$ cat config.mk
export PLATFORM = sky130hd
export DESIGN_NAME = fsl_link
export DESIGN_NICKNAME = d
export VERILOG_FILES = /design/src/common/fsl_pkg.sv /design/src/logic/fsl_crc_byte.sv /design/src/logic/fsl_link.sv
export SDC_FILE = /design/constraint.sdc
export NUM_CORES = 2
export LEC_CHECK = 0
export BUFFER_PORTS_ARGS = -buffer_cell sky130_fd_sc_hd__buf_4
export CAP_MARGIN = 10
export CORE_UTILIZATION = 61
export DETAILED_ROUTE_END_ITERATION = 8
export GPL_TIMING_DRIVEN = 0
export PLACE_DENSITY = 0.8
export SLEW_MARGIN = 20
export SYNTH_ARGS = -nofsm -noshare
export SYNTH_HDL_FRONTEND = slang
export SYNTH_SLANG_ARGS = --single-unit
$ cat constraint.sdc
create_clock -name pclk -period 4.3 [get_ports pclk]
set_input_delay 1.29 -clock pclk [delete_from_list [all_inputs] [get_ports pclk]]
set_output_delay 1.29 -clock pclk [all_outputs]
set_load 0.02 [all_outputs]
$ cat src/common/fsl_pkg.sv
`default_nettype none
package fsl_pkg;
	localparam int unsigned CLK_HZ   = 40000000;
	localparam int unsigned RATE_BPS = 614400;
	localparam int unsigned BIT_CYC  = CLK_HZ / RATE_BPS;
	localparam logic [6:0]  BIT_LAST = 7'(BIT_CYC - 1);
	localparam logic [6:0]  BIT_HALF = 7'(BIT_CYC / 2);
	localparam int unsigned MS_US    = 1000;
	localparam int unsigned MS_CYC   = CLK_HZ / 1000000 * MS_US;
	localparam int unsigned LOSS_MS  = 2000;
	localparam int unsigned LOSS_CYC = MS_CYC * LOSS_MS;
	localparam int unsigned RESP_MAX_MS = 4;
	localparam int unsigned PROC_MAX_MS = 70;
	localparam logic [7:0]  FLAG_BYTE  = 8'h7e;
	localparam logic [15:0] CRC_POLY_R = 16'h8408;
	localparam logic [15:0] CRC_INIT   = 16'hffff;
	localparam logic [15:0] CRC_GOOD   = 16'hf0b8;
	localparam logic [2:0]  ONES_STUFF = 3'd5;
	localparam logic [2:0]  ONES_FLAG  = 3'd6;
	localparam logic [2:0]  ONES_SAT   = 3'd7;
	localparam logic [2:0]  BIT_MSB    = 3'd7;
	localparam logic [7:0]  T_STATUS = 8'h31;
	localparam logic [7:0]  T_MC     = 8'h32;
	localparam logic [7:0]  T_RAW    = 8'h34;
	localparam logic [7:0]  T_SETOUT = 8'h37;
	localparam logic [7:0]  T_VRAW   = 8'h3f;
	localparam logic [7:0]  T_VOUT   = 8'h40;
	localparam logic [7:0]  RESP_BIT = 8'h80;
	localparam int          IN_BYTES  = 8;
	localparam int          OUT_BYTES = 8;
	localparam logic [7:0]  VOUT_N    = 8'(2 * OUT_BYTES);
	localparam int          BUF_DEPTH = 21;
	localparam int          PAY_MAX   = 16;
	localparam logic [4:0]  LEN_MAX    = 5'(BUF_DEPTH);
	localparam logic [4:0]  LEN_MIN    = 5'd4;
	localparam logic [4:0]  LEN_STATUS = 5'd5;
	localparam logic [4:0]  LEN_MC     = 5'd8;
	localparam logic [4:0]  LEN_POLL   = 5'd4;
	localparam logic [4:0]  LEN_SETOUT = 5'd20;
	localparam logic [4:0]  LEN_VOUT   = 5'd21;
	localparam logic [4:0]  RL_STATUS = 5'd9;
	localparam logic [4:0]  RL_MC     = 5'd3;
	localparam logic [4:0]  RL_RAW    = 5'd14;
	localparam logic [4:0]  RL_VRAW   = 5'd15;
	localparam logic [4:0]  RL_SHORT  = 5'd2;
	localparam logic [5:0]  M_ERR_EDGES = 6'd60;
	localparam logic [8:0]  L_ERR_TICKS = 9'd500;
	localparam logic [7:0]  A_CTRL = 8'h00;
	localparam logic [7:0]  A_STAT = 8'h04;
	localparam logic [7:0]  A_EVT  = 8'h08;
	localparam logic [7:0]  A_TS   = 8'h0c;
	localparam int          CTRL_ABORT = 8;
	localparam logic [7:0]  OWN_ADDR_RST = 8'h00;
	localparam logic [7:0]  FLAGS_RST    = 8'hc0;
	typedef struct packed {
		logic p;
		logic e;
		logic k;
		logic r;
		logic t;
		logic m;
		logic l;
		logic w;
	} fsl_flags_t;
	typedef struct packed {
		logic abort_rx;
		logic crc_err;
		logic addr_hit;
	} fsl_evt_t;
endpackage
`default_nettype wire

$ cat src/logic/fsl_crc_byte.sv
`default_nettype none
module fsl_crc_byte (
	input  wire logic [15:0] crc_in,
	input  wire logic [7:0]  data,
	output logic      [15:0] crc_out
);
	import fsl_pkg::*;
	// Reflected, lsb first, one byte per cycle
	always_comb begin
		crc_out = crc_in;
		for (int i = 0; i < 8; i++) begin
			if (crc_out[0] ^ data[i])
				crc_out = (crc_out >> 1) ^ CRC_POLY_R;
			else
				crc_out = crc_out >> 1;
		end
	end
endmodule // fsl_crc_byte
`default_nettype wire

$ cat src/logic/fsl_link.sv
`default_nettype none
module fsl_link #(
	parameter logic [15:0] MS_CYCLES   = 16'(fsl_pkg::MS_CYC),
	parameter logic [26:0] LOSS_CYCLES = 27'(fsl_pkg::LOSS_CYC)
) (
	input  wire logic        pclk,
	input  wire logic        presetn,
	input  wire logic [7:0]  paddr,
	input  wire logic        psel,
	input  wire logic        penable,
	input  wire logic        pwrite,
	input  wire logic [31:0] pwdata,
	output logic      [31:0] prdata,
	output logic             pready,
	output logic             pslverr,
	input  wire logic        link_rx,
	output logic             link_tx,
	output logic             link_tx_oe_n,
	input  wire logic        linesync,
	input  wire logic        key_ok,
	input  wire logic        wdog_rst,
	input  wire logic [63:0] raw_in,
	output logic      [63:0] field_out
);
	import fsl_pkg::*;

	typedef enum logic [2:0] {TX_IDLE, TX_OPEN, TX_DATA, TX_FCS, TX_CLOSE, TX_ABORT} fsl_tx_t;

	logic [1:0]  rx_s_q, ls_s_q, key_s_q, wd_s_q;
	logic [63:0] in_s1_q, in_s2_q;
	logic        rx_d_q, ls_d_q;
	logic [6:0]  rx_ph_q, tx_ph_q;
	logic [2:0]  r_ones_q, r_bit_q;
	logic [7:0]  r_sh_q;
	logic [4:0]  r_n_q;
	logic        r_in_q;
	logic [15:0] r_crc_q, r_crc_o;
	logic [7:0]  buf_q [BUF_DEPTH];
	fsl_tx_t     t_st_q;
	logic [7:0]  t_sh_q, t_nb;
	logic [2:0]  t_bit_q, t_ones_q;
	logic [4:0]  t_idx_q, t_ni, resp_len;
	logic [15:0] t_crc_q, t_crc_i, t_crc_o;
	logic        t_hi_q, t_go_q, a_go_q;
	logic [7:0]  resp_ty_q, own_addr_q, rxc_q, txc_q, rxc_snap_q, txc_snap_q;
	logic [7:0]  pay [PAY_MAX];
	fsl_flags_t  fl_q, fl_set, fl_clr, fl_snap_q;
	fsl_evt_t    ev_q, ev_set;
	logic [31:0] mc_q, mc_new_q, ts_snap_q, rd;
	logic        mc_pend_q, loss_q;
	logic [15:0] ms_div_q;
	logic [26:0] loss_cnt_q;
	logic [5:0]  m_cnt_q;
	logic [8:0]  l_cnt_q;
	logic [63:0] in_snap_q, out_dat_q, out_ctl_q;
	logic        len_ok, rd_hit;

	wire b       = rx_s_q[1];
	wire ls      = ls_s_q[1];
	wire ls_rise = ls & ~ls_d_q;
	wire ls_edge = ls ^ ls_d_q;
	wire rx_samp = rx_ph_q == BIT_HALF;
	wire tx_en   = tx_ph_q == BIT_LAST;
	wire ms_tick = ms_div_q == MS_CYCLES - 16'd1;
	wire [7:0] cmd = buf_q[1];

	// Two flops on every pin outside the register bus before use
	always_ff @(posedge pclk or negedge presetn) begin
		if (!presetn) begin
			rx_s_q  <= 2'b11;
			ls_s_q  <= 2'b00;
			key_s_q <= 2'b11; // Idle level of the pin, no false key fault
			wd_s_q  <= 2'b00;
			in_s1_q <= 64'h0;
			in_s2_q <= 64'h0;
			rx_d_q  <= 1'b1;
			ls_d_q  <= 1'b0;
		end else begin
			rx_s_q  <= {rx_s_q[0], link_rx};
			ls_s_q  <= {ls_s_q[0], linesync};
			key_s_q <= {key_s_q[0], key_ok};
			wd_s_q  <= {wd_s_q[0], wdog_rst};
			in_s1_q <= raw_in;
			in_s2_q <= in_s1_q;
			rx_d_q  <= rx_s_q[1];
			ls_d_q  <= ls_s_q[1];
		end
	end

	// Bit timing; receive phase follows line edges since no clock travels with data
	always_ff @(posedge pclk or negedge presetn) begin
		if (!presetn) begin
			rx_ph_q <= 7'd0;
			tx_ph_q <= 7'd0;
		end else begin
			rx_ph_q <= (b ^ rx_d_q || rx_ph_q == BIT_LAST) ? 7'd0 : rx_ph_q + 7'd1;
			tx_ph_q <= tx_en ? 7'd0 : tx_ph_q + 7'd1;
		end
	end

	// Receive bit classification; idle ones after a closing flag are no abort
	wire r_dbit  = rx_samp && r_in_q && (b ? r_ones_q < ONES_FLAG : r_ones_q < ONES_STUFF);
	wire r_flag  = rx_samp && !b && r_ones_q == ONES_FLAG;
	wire r_abort = rx_samp && b && r_ones_q == ONES_FLAG && r_in_q && r_n_q != 5'd0;
	wire r_fin   = r_flag && r_in_q && r_n_q != 5'd0;
	wire r_shape = r_bit_q == BIT_MSB && r_n_q >= LEN_MIN && r_n_q <= LEN_MAX;
	wire r_crcok = r_crc_q == CRC_GOOD;
	wire r_hit   = r_fin && r_shape && r_crcok && buf_q[0] == own_addr_q;
	wire rx_err  = (r_fin && !(r_shape && r_crcok)) || r_abort;
	wire exec    = r_hit && len_ok && t_st_q == TX_IDLE && !t_go_q;
	wire [7:0] r_byte = {b, r_sh_q[7:1]};

	fsl_crc_byte u_rx_crc (
		.crc_in  (r_crc_q),
		.data    (r_byte),
		.crc_out (r_crc_o)
	);

	always_ff @(posedge pclk or negedge presetn) begin
		if (!presetn) begin
			r_ones_q <= ONES_SAT;
			r_bit_q  <= 3'd0;
			r_sh_q   <= 8'h00;
			r_n_q    <= 5'd0;
			r_in_q   <= 1'b0;
			r_crc_q  <= CRC_INIT;
		end else if (rx_samp) begin
			if (b)
				r_ones_q <= (r_ones_q == ONES_SAT) ? ONES_SAT : r_ones_q + 3'd1;
			else
				r_ones_q <= 3'd0;
			if (r_flag) begin
				r_in_q  <= 1'b1;
				r_bit_q <= 3'd0;
				r_n_q   <= 5'd0;
				r_crc_q <= CRC_INIT;
			end else if (b && r_ones_q == ONES_FLAG) begin
				r_in_q <= 1'b0;
			end else if (r_dbit) begin
				r_sh_q  <= r_byte;
				r_bit_q <= r_bit_q + 3'd1;
				if (r_bit_q == BIT_MSB) begin
					r_crc_q <= r_crc_o;
					r_n_q   <= (r_n_q == 5'h1f) ? r_n_q : r_n_q + 5'd1;
				end
			end
		end
	end

	always_ff @(posedge pclk or negedge presetn) begin
		if (!presetn) begin
			for (int i = 0; i < BUF_DEPTH; i++)
				buf_q[i] <= 8'h00;
		end else if (r_dbit && r_bit_q == BIT_MSB && r_n_q < LEN_MAX) begin
			buf_q[r_n_q] <= r_byte;
		end
	end

	// Exact length per type; diagnostic and unlisted types fall to default
	always_comb begin
		case (cmd)
		T_STATUS: len_ok = r_n_q == LEN_STATUS;
		T_MC:     len_ok = r_n_q == LEN_MC;
		T_RAW:    len_ok = r_n_q == LEN_POLL;
		T_VRAW:   len_ok = r_n_q == LEN_POLL;
		T_SETOUT: len_ok = r_n_q == LEN_SETOUT;
		T_VOUT:   len_ok = r_n_q == LEN_VOUT && buf_q[2] == VOUT_N;
		default:  len_ok = 1'b0;
		endcase
	end

	// Flags; a set in the same cycle as its clear wins
	assign fl_clr = (exec && cmd == T_STATUS) ? fsl_flags_t'(buf_q[2]) : fsl_flags_t'(8'h00);
	always_comb begin
		fl_set   = fsl_flags_t'(8'h00);
		fl_set.e = loss_cnt_q == LOSS_CYCLES - 27'd1;
		fl_set.k = !key_s_q[1];
		fl_set.r = rx_err && rxc_q == 8'hff;
		fl_set.t = tx_en && t_st_q == TX_IDLE && a_go_q && txc_q == 8'hff;
		fl_set.m = ls_edge && m_cnt_q == M_ERR_EDGES - 6'd1;
		fl_set.l = ms_tick && l_cnt_q == L_ERR_TICKS - 9'd1;
		fl_set.w = wd_s_q[1];
	end

	always_ff @(posedge pclk or negedge presetn) begin
		if (!presetn)
			fl_q <= fsl_flags_t'(FLAGS_RST);
		else
			fl_q <= (fl_q & ~fl_clr) | fl_set;
	end

	// Counters only ever count up and wrap
	always_ff @(posedge pclk or negedge presetn) begin
		if (!presetn) begin
			rxc_q <= 8'h00;
			txc_q <= 8'h00;
		end else begin
			if (rx_err)
				rxc_q <= rxc_q + 8'd1;
			if (tx_en && t_st_q == TX_IDLE && a_go_q)
				txc_q <= txc_q + 8'd1;
		end
	end

	// Snapshot at command acceptance so answers stay stable while shifting out
	always_ff @(posedge pclk or negedge presetn) begin
		if (!presetn) begin
			resp_ty_q  <= 8'h00;
			fl_snap_q  <= fsl_flags_t'(8'h00);
			rxc_snap_q <= 8'h00;
			txc_snap_q <= 8'h00;
			ts_snap_q  <= 32'h0;
			in_snap_q  <= 64'h0;
			mc_new_q   <= 32'h0;
		end else if (exec) begin
			resp_ty_q  <= cmd;
			fl_snap_q  <= (fl_q & ~fl_clr) | fl_set;
			rxc_snap_q <= rxc_q;
			txc_snap_q <= txc_q;
			ts_snap_q  <= mc_q;
			in_snap_q  <= in_s2_q;
			if (cmd == T_MC)
				mc_new_q <= {buf_q[2], buf_q[3], buf_q[4], buf_q[5]};
		end
	end

	always_ff @(posedge pclk or negedge presetn) begin
		if (!presetn) begin
			out_dat_q <= 64'h0;
			out_ctl_q <= 64'h0;
		end else if (exec && (cmd == T_SETOUT || cmd == T_VOUT)) begin
			for (int i = 0; i < OUT_BYTES; i++) begin
				out_dat_q[i*8 +: 8] <= buf_q[2 + i + int'(cmd == T_VOUT)];
				out_ctl_q[i*8 +: 8] <= buf_q[2 + OUT_BYTES + i + int'(cmd == T_VOUT)];
			end
		end
	end

	// Millisecond counter, load waits for the line rising edge
	always_ff @(posedge pclk or negedge presetn) begin
		if (!presetn) begin
			ms_div_q  <= 16'd0;
			mc_q      <= 32'h0;
			mc_pend_q <= 1'b0;
		end else begin
			ms_div_q <= ms_tick ? 16'd0 : ms_div_q + 16'd1;
			if (ls_rise && mc_pend_q)
				mc_q <= mc_new_q;
			else if (ms_tick)
				mc_q <= mc_q + 32'd1;
			if (exec && cmd == T_MC)
				mc_pend_q <= 1'b1;
			else if (ls_rise)
				mc_pend_q <= 1'b0;
		end
	end

	// Watch ticks against line edges and the reverse
	always_ff @(posedge pclk or negedge presetn) begin
		if (!presetn) begin
			m_cnt_q <= 6'd0;
			l_cnt_q <= 9'd0;
		end else begin
			if (ms_tick)
				m_cnt_q <= 6'd0;
			else if (ls_edge && m_cnt_q != M_ERR_EDGES)
				m_cnt_q <= m_cnt_q + 6'd1;
			if (ls_edge)
				l_cnt_q <= 9'd0;
			else if (ms_tick && l_cnt_q != L_ERR_TICKS)
				l_cnt_q <= l_cnt_q + 9'd1;
		end
	end

	// Comms loss; outputs stay dark until the first good frame
	always_ff @(posedge pclk or negedge presetn) begin
		if (!presetn) begin
			loss_cnt_q <= 27'd0;
			loss_q     <= 1'b1;
		end else if (r_hit) begin
			loss_cnt_q <= 27'd0;
			loss_q     <= 1'b0;
		end else if (loss_cnt_q != LOSS_CYCLES - 27'd1) begin
			loss_cnt_q <= loss_cnt_q + 27'd1;
		end else begin
			loss_q <= 1'b1;
		end
	end

	always_ff @(posedge pclk or negedge presetn) begin
		if (!presetn)
			field_out <= 64'h0;
		else
			field_out <= {64{~loss_q}} & ((out_dat_q & ~out_ctl_q) |
				(out_ctl_q & (out_dat_q ^ {64{ls}})));
	end

	// Response payload, bytes after address and type
	always_comb begin
		for (int j = 0; j < PAY_MAX; j++)
			pay[j] = 8'h00;
		case (resp_ty_q)
		T_STATUS: begin
			pay[0] = fl_snap_q;
			pay[1] = rxc_snap_q;
			pay[2] = txc_snap_q;
			for (int j = 0; j < 4; j++)
				pay[3 + j] = ts_snap_q[31 - 8*j -: 8];
		end
		T_RAW, T_VRAW: begin
			if (resp_ty_q == T_VRAW)
				pay[0] = 8'(IN_BYTES);
			for (int j = 0; j < IN_BYTES; j++)
				pay[j + int'(resp_ty_q == T_VRAW)] = in_snap_q[j*8 +: 8];
			for (int j = 0; j < 4; j++)
				pay[IN_BYTES + j + int'(resp_ty_q == T_VRAW)] = ts_snap_q[31 - 8*j -: 8];
		end
		default: ;
		endcase
	end

	always_comb begin
		case (resp_ty_q)
		T_STATUS: resp_len = RL_STATUS;
		T_MC:     resp_len = RL_MC;
		T_RAW:    resp_len = RL_RAW;
		T_VRAW:   resp_len = RL_VRAW;
		default:  resp_len = RL_SHORT;
		endcase
	end

	assign t_ni    = (t_st_q == TX_OPEN) ? 5'd0 : t_idx_q + 5'd1;
	assign t_crc_i = (t_st_q == TX_OPEN) ? CRC_INIT : t_crc_q;
	always_comb begin
		if (t_ni == 5'd0)
			t_nb = own_addr_q;
		else if (t_ni == 5'd1)
			t_nb = resp_ty_q | RESP_BIT;
		else
			t_nb = pay[4'(t_ni - 5'd2)];
	end

	fsl_crc_byte u_tx_crc (
		.crc_in  (t_crc_i),
		.data    (t_nb),
		.crc_out (t_crc_o)
	);

	// Start requests; answer goes out at the next bit slot, or after a pending abort, far inside 4 ms
	always_ff @(posedge pclk or negedge presetn) begin
		if (!presetn)
			t_go_q <= 1'b0;
		else if (exec)
			t_go_q <= 1'b1;
		else if (tx_en && t_st_q == TX_IDLE && !a_go_q)
			t_go_q <= 1'b0;
	end

	always_ff @(posedge pclk or negedge presetn) begin
		if (!presetn) begin
			t_st_q    <= TX_IDLE;
			t_sh_q    <= 8'hff;
			t_bit_q   <= 3'd0;
			t_idx_q   <= 5'd0;
			t_ones_q  <= 3'd0;
			t_crc_q   <= CRC_INIT;
			t_hi_q    <= 1'b0;
			link_tx      <= 1'b1;
			link_tx_oe_n <= 1'b1;
		end else if (tx_en) begin
			case (t_st_q)
			TX_IDLE: begin
				link_tx      <= 1'b1;
				link_tx_oe_n <= 1'b1;
				t_bit_q      <= 3'd0;
				if (a_go_q)
					t_st_q <= TX_ABORT;
				else if (t_go_q) begin
					t_st_q <= TX_OPEN;
					t_sh_q <= FLAG_BYTE;
				end
			end
			TX_OPEN, TX_ABORT: begin
				link_tx_oe_n <= 1'b0;
				link_tx      <= (t_st_q == TX_ABORT) | t_sh_q[0];
				t_sh_q       <= t_sh_q >> 1;
				t_bit_q      <= t_bit_q + 3'd1;
				if (t_bit_q == BIT_MSB) begin
					if (t_st_q == TX_ABORT)
						t_st_q <= TX_IDLE;
					else begin
						t_st_q   <= TX_DATA;
						t_sh_q   <= t_nb;
						t_crc_q  <= t_crc_o;
						t_idx_q  <= 5'd0;
						t_ones_q <= 3'd0;
					end
				end
			end
			TX_DATA, TX_FCS, TX_CLOSE: begin
				link_tx_oe_n <= 1'b0;
				if (t_ones_q == ONES_STUFF) begin
					link_tx  <= 1'b0;
					t_ones_q <= 3'd0;
				end else begin
					link_tx  <= t_sh_q[0];
					t_sh_q   <= t_sh_q >> 1;
					t_bit_q  <= t_bit_q + 3'd1;
					t_ones_q <= (t_sh_q[0] && t_st_q != TX_CLOSE) ? t_ones_q + 3'd1 : 3'd0;
					if (t_bit_q == BIT_MSB) begin
						case (t_st_q)
						TX_DATA: begin
							if (t_idx_q + 5'd1 < resp_len) begin
								t_sh_q  <= t_nb;
								t_crc_q <= t_crc_o;
								t_idx_q <= t_idx_q + 5'd1;
							end else begin
								t_st_q <= TX_FCS;
								t_sh_q <= ~t_crc_q[7:0];
								t_hi_q <= 1'b0;
							end
						end
						TX_FCS: begin
							if (!t_hi_q) begin
								t_sh_q <= ~t_crc_q[15:8];
								t_hi_q <= 1'b1;
							end else begin
								t_st_q <= TX_CLOSE;
								t_sh_q <= FLAG_BYTE;
							end
						end
						default: t_st_q <= TX_IDLE;
						endcase
					end
				end
			end
			default: t_st_q <= TX_IDLE;
			endcase
		end
	end

	// Register bus: two-cycle access, reply registered
	wire apb_req = psel && penable && !pready;
	wire apb_wr  = psel && penable && pready && pwrite;

	always_comb begin
		rd_hit = 1'b1;
		case (paddr)
		A_CTRL:  rd = {23'h0, a_go_q, own_addr_q};
		A_STAT:  rd = {7'h0, loss_q, txc_q, rxc_q, fl_q};
		A_EVT:   rd = {29'h0, ev_q};
		A_TS:    rd = mc_q;
		default: begin
			rd     = 32'h0;
			rd_hit = 1'b0;
		end
		endcase
	end

	always_ff @(posedge pclk or negedge presetn) begin
		if (!presetn) begin
			pready  <= 1'b0;
			prdata  <= 32'h0;
			pslverr <= 1'b0;
		end else begin
			pready <= apb_req;
			if (apb_req) begin
				prdata  <= pwrite ? 32'h0 : rd;
				pslverr <= !rd_hit;
			end
		end
	end

	always_ff @(posedge pclk or negedge presetn) begin
		if (!presetn)
			own_addr_q <= OWN_ADDR_RST;
		else if (apb_wr && paddr == A_CTRL)
			own_addr_q <= pwdata[7:0];
	end

	// Abort request; a new write beats the clear
	always_ff @(posedge pclk or negedge presetn) begin
		if (!presetn)
			a_go_q <= 1'b0;
		else if (apb_wr && paddr == A_CTRL && pwdata[CTRL_ABORT])
			a_go_q <= 1'b1;
		else if (tx_en && t_st_q == TX_IDLE)
			a_go_q <= 1'b0;
	end

	always_comb begin
		ev_set          = fsl_evt_t'(3'b000);
		ev_set.addr_hit = r_hit;
		ev_set.crc_err  = r_fin && r_shape && !r_crcok;
		ev_set.abort_rx = r_abort;
	end

	always_ff @(posedge pclk or negedge presetn) begin
		if (!presetn)
			ev_q <= fsl_evt_t'(3'b000);
		else if (apb_wr && paddr == A_EVT)
			ev_q <= (ev_q & ~fsl_evt_t'(pwdata[2:0])) | ev_set;
		else
			ev_q <= ev_q | ev_set;
	end
endmodule // fsl_link
`default_nettype wire

==> results.ini <==
[cts]
cts_tree = done
clockBufferDepth = 3
ctsHoldBuffers = 0
cts_buffers = 90
cts_root_buffer = clkbuf_16
clkTransAtPathRegs_ns = 0.06
h-tree-depth = 3
cts_sinks = 895
clk_latency_ns = 0.67

[routing]
antenna_left = 0
drt-vias-per-instance = 6.19
dr.pass1.iters = 8
drt_iter0_markers = 3430
wl_per_cell_um = 23.9
wl_um = 117000
drc_errors = 0
vias = 30400

[sta]
slew_violations = 0
relSlewSlack = 0.171
fmax_ghz = 0.235
finalSetupViolCount = 0
rsz0062_at_grt = no
min_period_ns = 4.25
fin_skew_ns = 0.0317
finalHoldViolCount = 0
post-route-period-util = 0.989
finalSetupTns_ns = 0
worst_slack_ns = 0.0482
worstMarginPinSlew_ns = 1.23

[pwr]
p_seq_frac = 0.501
intPower_mw = 13.5
powerDensity_nw_per_um2 = 376
p_clk_frac = 0.476
leakagePower_nw = 22.1
p_comb_frac = 0.024
ir_drop_uv = 299
switching_power_mw = 3.71
swShare = 0.216

[run_status]
status = completed

[yosys]
yosysMostFrequentCell = dfrtp_1
synth_ff_type = dfrtp_1
syn_area_per_cell_sq_um = 10.7
ys_top_cells_by_count = dfrtp_1 (842), nand2_1 (778), nor2_1 (252)
yosysTopAreaCell = dfrtp_1
synth.area.top_cells = dfrtp_1 (53%), nand2_1 (7.4%), mux2_2 (6.2%), mux2i_1 (4.0%), dfstp_2 (3.5%)
yosys_warnings = 0
yosysSeqAreaShare = 0.567
synthCells = 3690
synth_nets = 3835
yosysTopAreaCellShare = 0.532
yosysUniqueCellTypes = 98
synth_edf_count = 0
syn-cell-area_sq_um = 39600
ys_async_sr_fraction = 1.00
synth_seq_cells = 895

[setup_path]
r2r_setup_slack_ns = 0.05
criticalPathCategory = flop to flop
endpoint_kind = flop
r2r-start = t_idx_q[1]
r2r_cells = 12
arrival_ns = 4.83
cp_max_fo = 10
crit_end = t_crc_q[8]
worstSetupStartpoint = t_idx_q[1]
required_ns = 4.88
r2r-end = t_crc_q[8]
start_kind = flop

[grt]
track_usage = 0.358
grt_pass1_wl_um = 179000
antenna_found_initial = 1
grt_max_degree = 160
grt_pass1_vias = 29900
grt-ovfl-total = 0

[final_layout]
nets = 4129
multi_input_area_sq_um = 16400
n_fill_cell = 4516
regArea_sq_um = 22500
layout-drive-gt1-share = 0.180
synthToLayoutAreaGrowth_pct = 15.4

[placed_design]
dp_hpwl_um = 84700
io_buffers = 188
pre_cts_ws_ns = -1.25
routabilityCongestion = 1.09

[floorplanning]
dieHeight_um = 257
die_area_sq_um = 65900
coreArea_sq_um = 64300
die_w_um = 257
start_util = 0.615
rows = 93
io_pins = 213

[hold_path]
hold_class = flop to flop

[job]
maxCapViolCount = 0

state kept, by name, indices dropped and copies added (netlist names), 27 cells and up:
signal,flops
loss_cnt_q,27
in_snap_q,64
ts_snap_q,32
buf_q,144
out_ctl_q,64
prdata,32
mc_new_q,32
in_s1_q,64
out_dat_q,64
field_out,64
in_s2_q,64
mc_q,32
cell families after synthesis:
logic type	Yosys count	synth area share
adders and majority gates	32	0.0101
xor gates and xnor gates	233	0.0524
buffers and inverters	238	0.0251
muxes	379	0.104
DFF	895	0.567
and+or+nand+nor	1310	0.145
AOI/OAI and AO/OA	603	0.0961
what timing repair did:
item                                    CTS  global route
endpoints found under the setup margin  156           103
pin swaps                                 3             6
gates resized for setup                  31            29
setup buffers                             4             6
metal layers:
layer / vias to the layer above / GRT usage / part of all wire
met3: 388 / 0.0810 / 0.090
met5: - / 0 / 0
met4: 0 / 0.171 / 0.054
met2: 1480 / 0.543 / 0.45
li1: 13300 / - / -
met1: 15200 / 0.492 / 0.41
through the flow:
stage               total power, mW  area (sq um)   util  hold WS, ns  std cells
detailed placement             9.15         42300  0.657        0.335       4740
global route                   17.6         45700  0.710        0.330       4908
global placement               9.12         42100  0.654        0.333       4733
floorplan                      8.85         39600      -        0.331       3690
CTS                            17.2         45500  0.708        0.326       4903
finish                         17.2         45700  0.710        0.323       4909
power groups by stage:
| stage | Combinational, mW | Clock [mW] | Sequential, mW |
|---|---|---|---|
| global route | 0.465 | 8.56 | 8.60 |
| global placement | 0.380 | 0 | 8.74 |
| floorplan | 0.119 | 0 | 8.73 |
| detailed placement | 0.412 | 0 | 8.74 |
| CTS | 0.418 | 8.22 | 8.59 |
| finish | 0.407 | 8.17 | 8.59 |
layout by cell type (no fill, tap or decap), types with 11 or more instances in the layout:
cell type / n
a22o_1: 42
nor3_1: 23
nand2_1: 776
dfrtp_1: 842
or3_1: 11
nand3_1: 68
nand4_1: 28
a21oi_1: 97
nor2b_1: 11
buf_2: 35
mux2i_1: 157
o21ai_1: 55
clkbuf_8: 21
buf_4: 202
a22oi_1: 28
dfstp_2: 53
clkbuf_1: 157
xor2_1: 138
o211ai_1: 14
xnor2_1: 90
and2_1: 14
a221oi_1: 28
a21o_1: 12
inv_1: 33
and3_1: 37
a211oi_1: 12
ha_1: 31
clkbuf_16: 92
o31ai_1: 12
o21ai_0: 216
mux2_2: 218
nor2_1: 249
worst max-delay path: stages (launching register included):
cell      delay, ns
dfrtp_1        0.45
ha_1           0.32
clkbuf_4       0.19
clkbuf_1       0.30
nor3_1         0.91
nand2_1        0.15
a221oi_1       0.41
o41ai_4        0.15
o21ai_1        0.29
a21oi_4        0.16
xnor3_1        0.43
xor2_1         0.20
o21ai_1        0.20
worst min path at each step:
stage	start	end	slack, ns	cells after the start
finish	in_s1_q[35]	in_s2_q[35]	0.32	0
global route	in_s1_q[35]	in_s2_q[35]	0.33	0
CTS	in_s1_q[35]	in_s2_q[35]	0.33	0
detailed placement	in_s1_q[13]	in_s2_q[13]	0.33	0
global placement	in_s1_q[20]	in_s2_q[20]	0.33	0
floorplan	in_s1_q[0]	in_s2_q[0]	0.33	0
final cells by class:
class,count,share of cell area
inverter,37,0.00304
tap,855,0.0234
clock buffer,134,0.0584
antenna,1,0.0000548
sequential,895,0.492
multi-input combinational,2557,0.358
clock inverter,27,0.00937
timing repair buffer,205,0.0368
buffer,198,0.0190
Note: power is estimated with default switching activity, not from simulation.
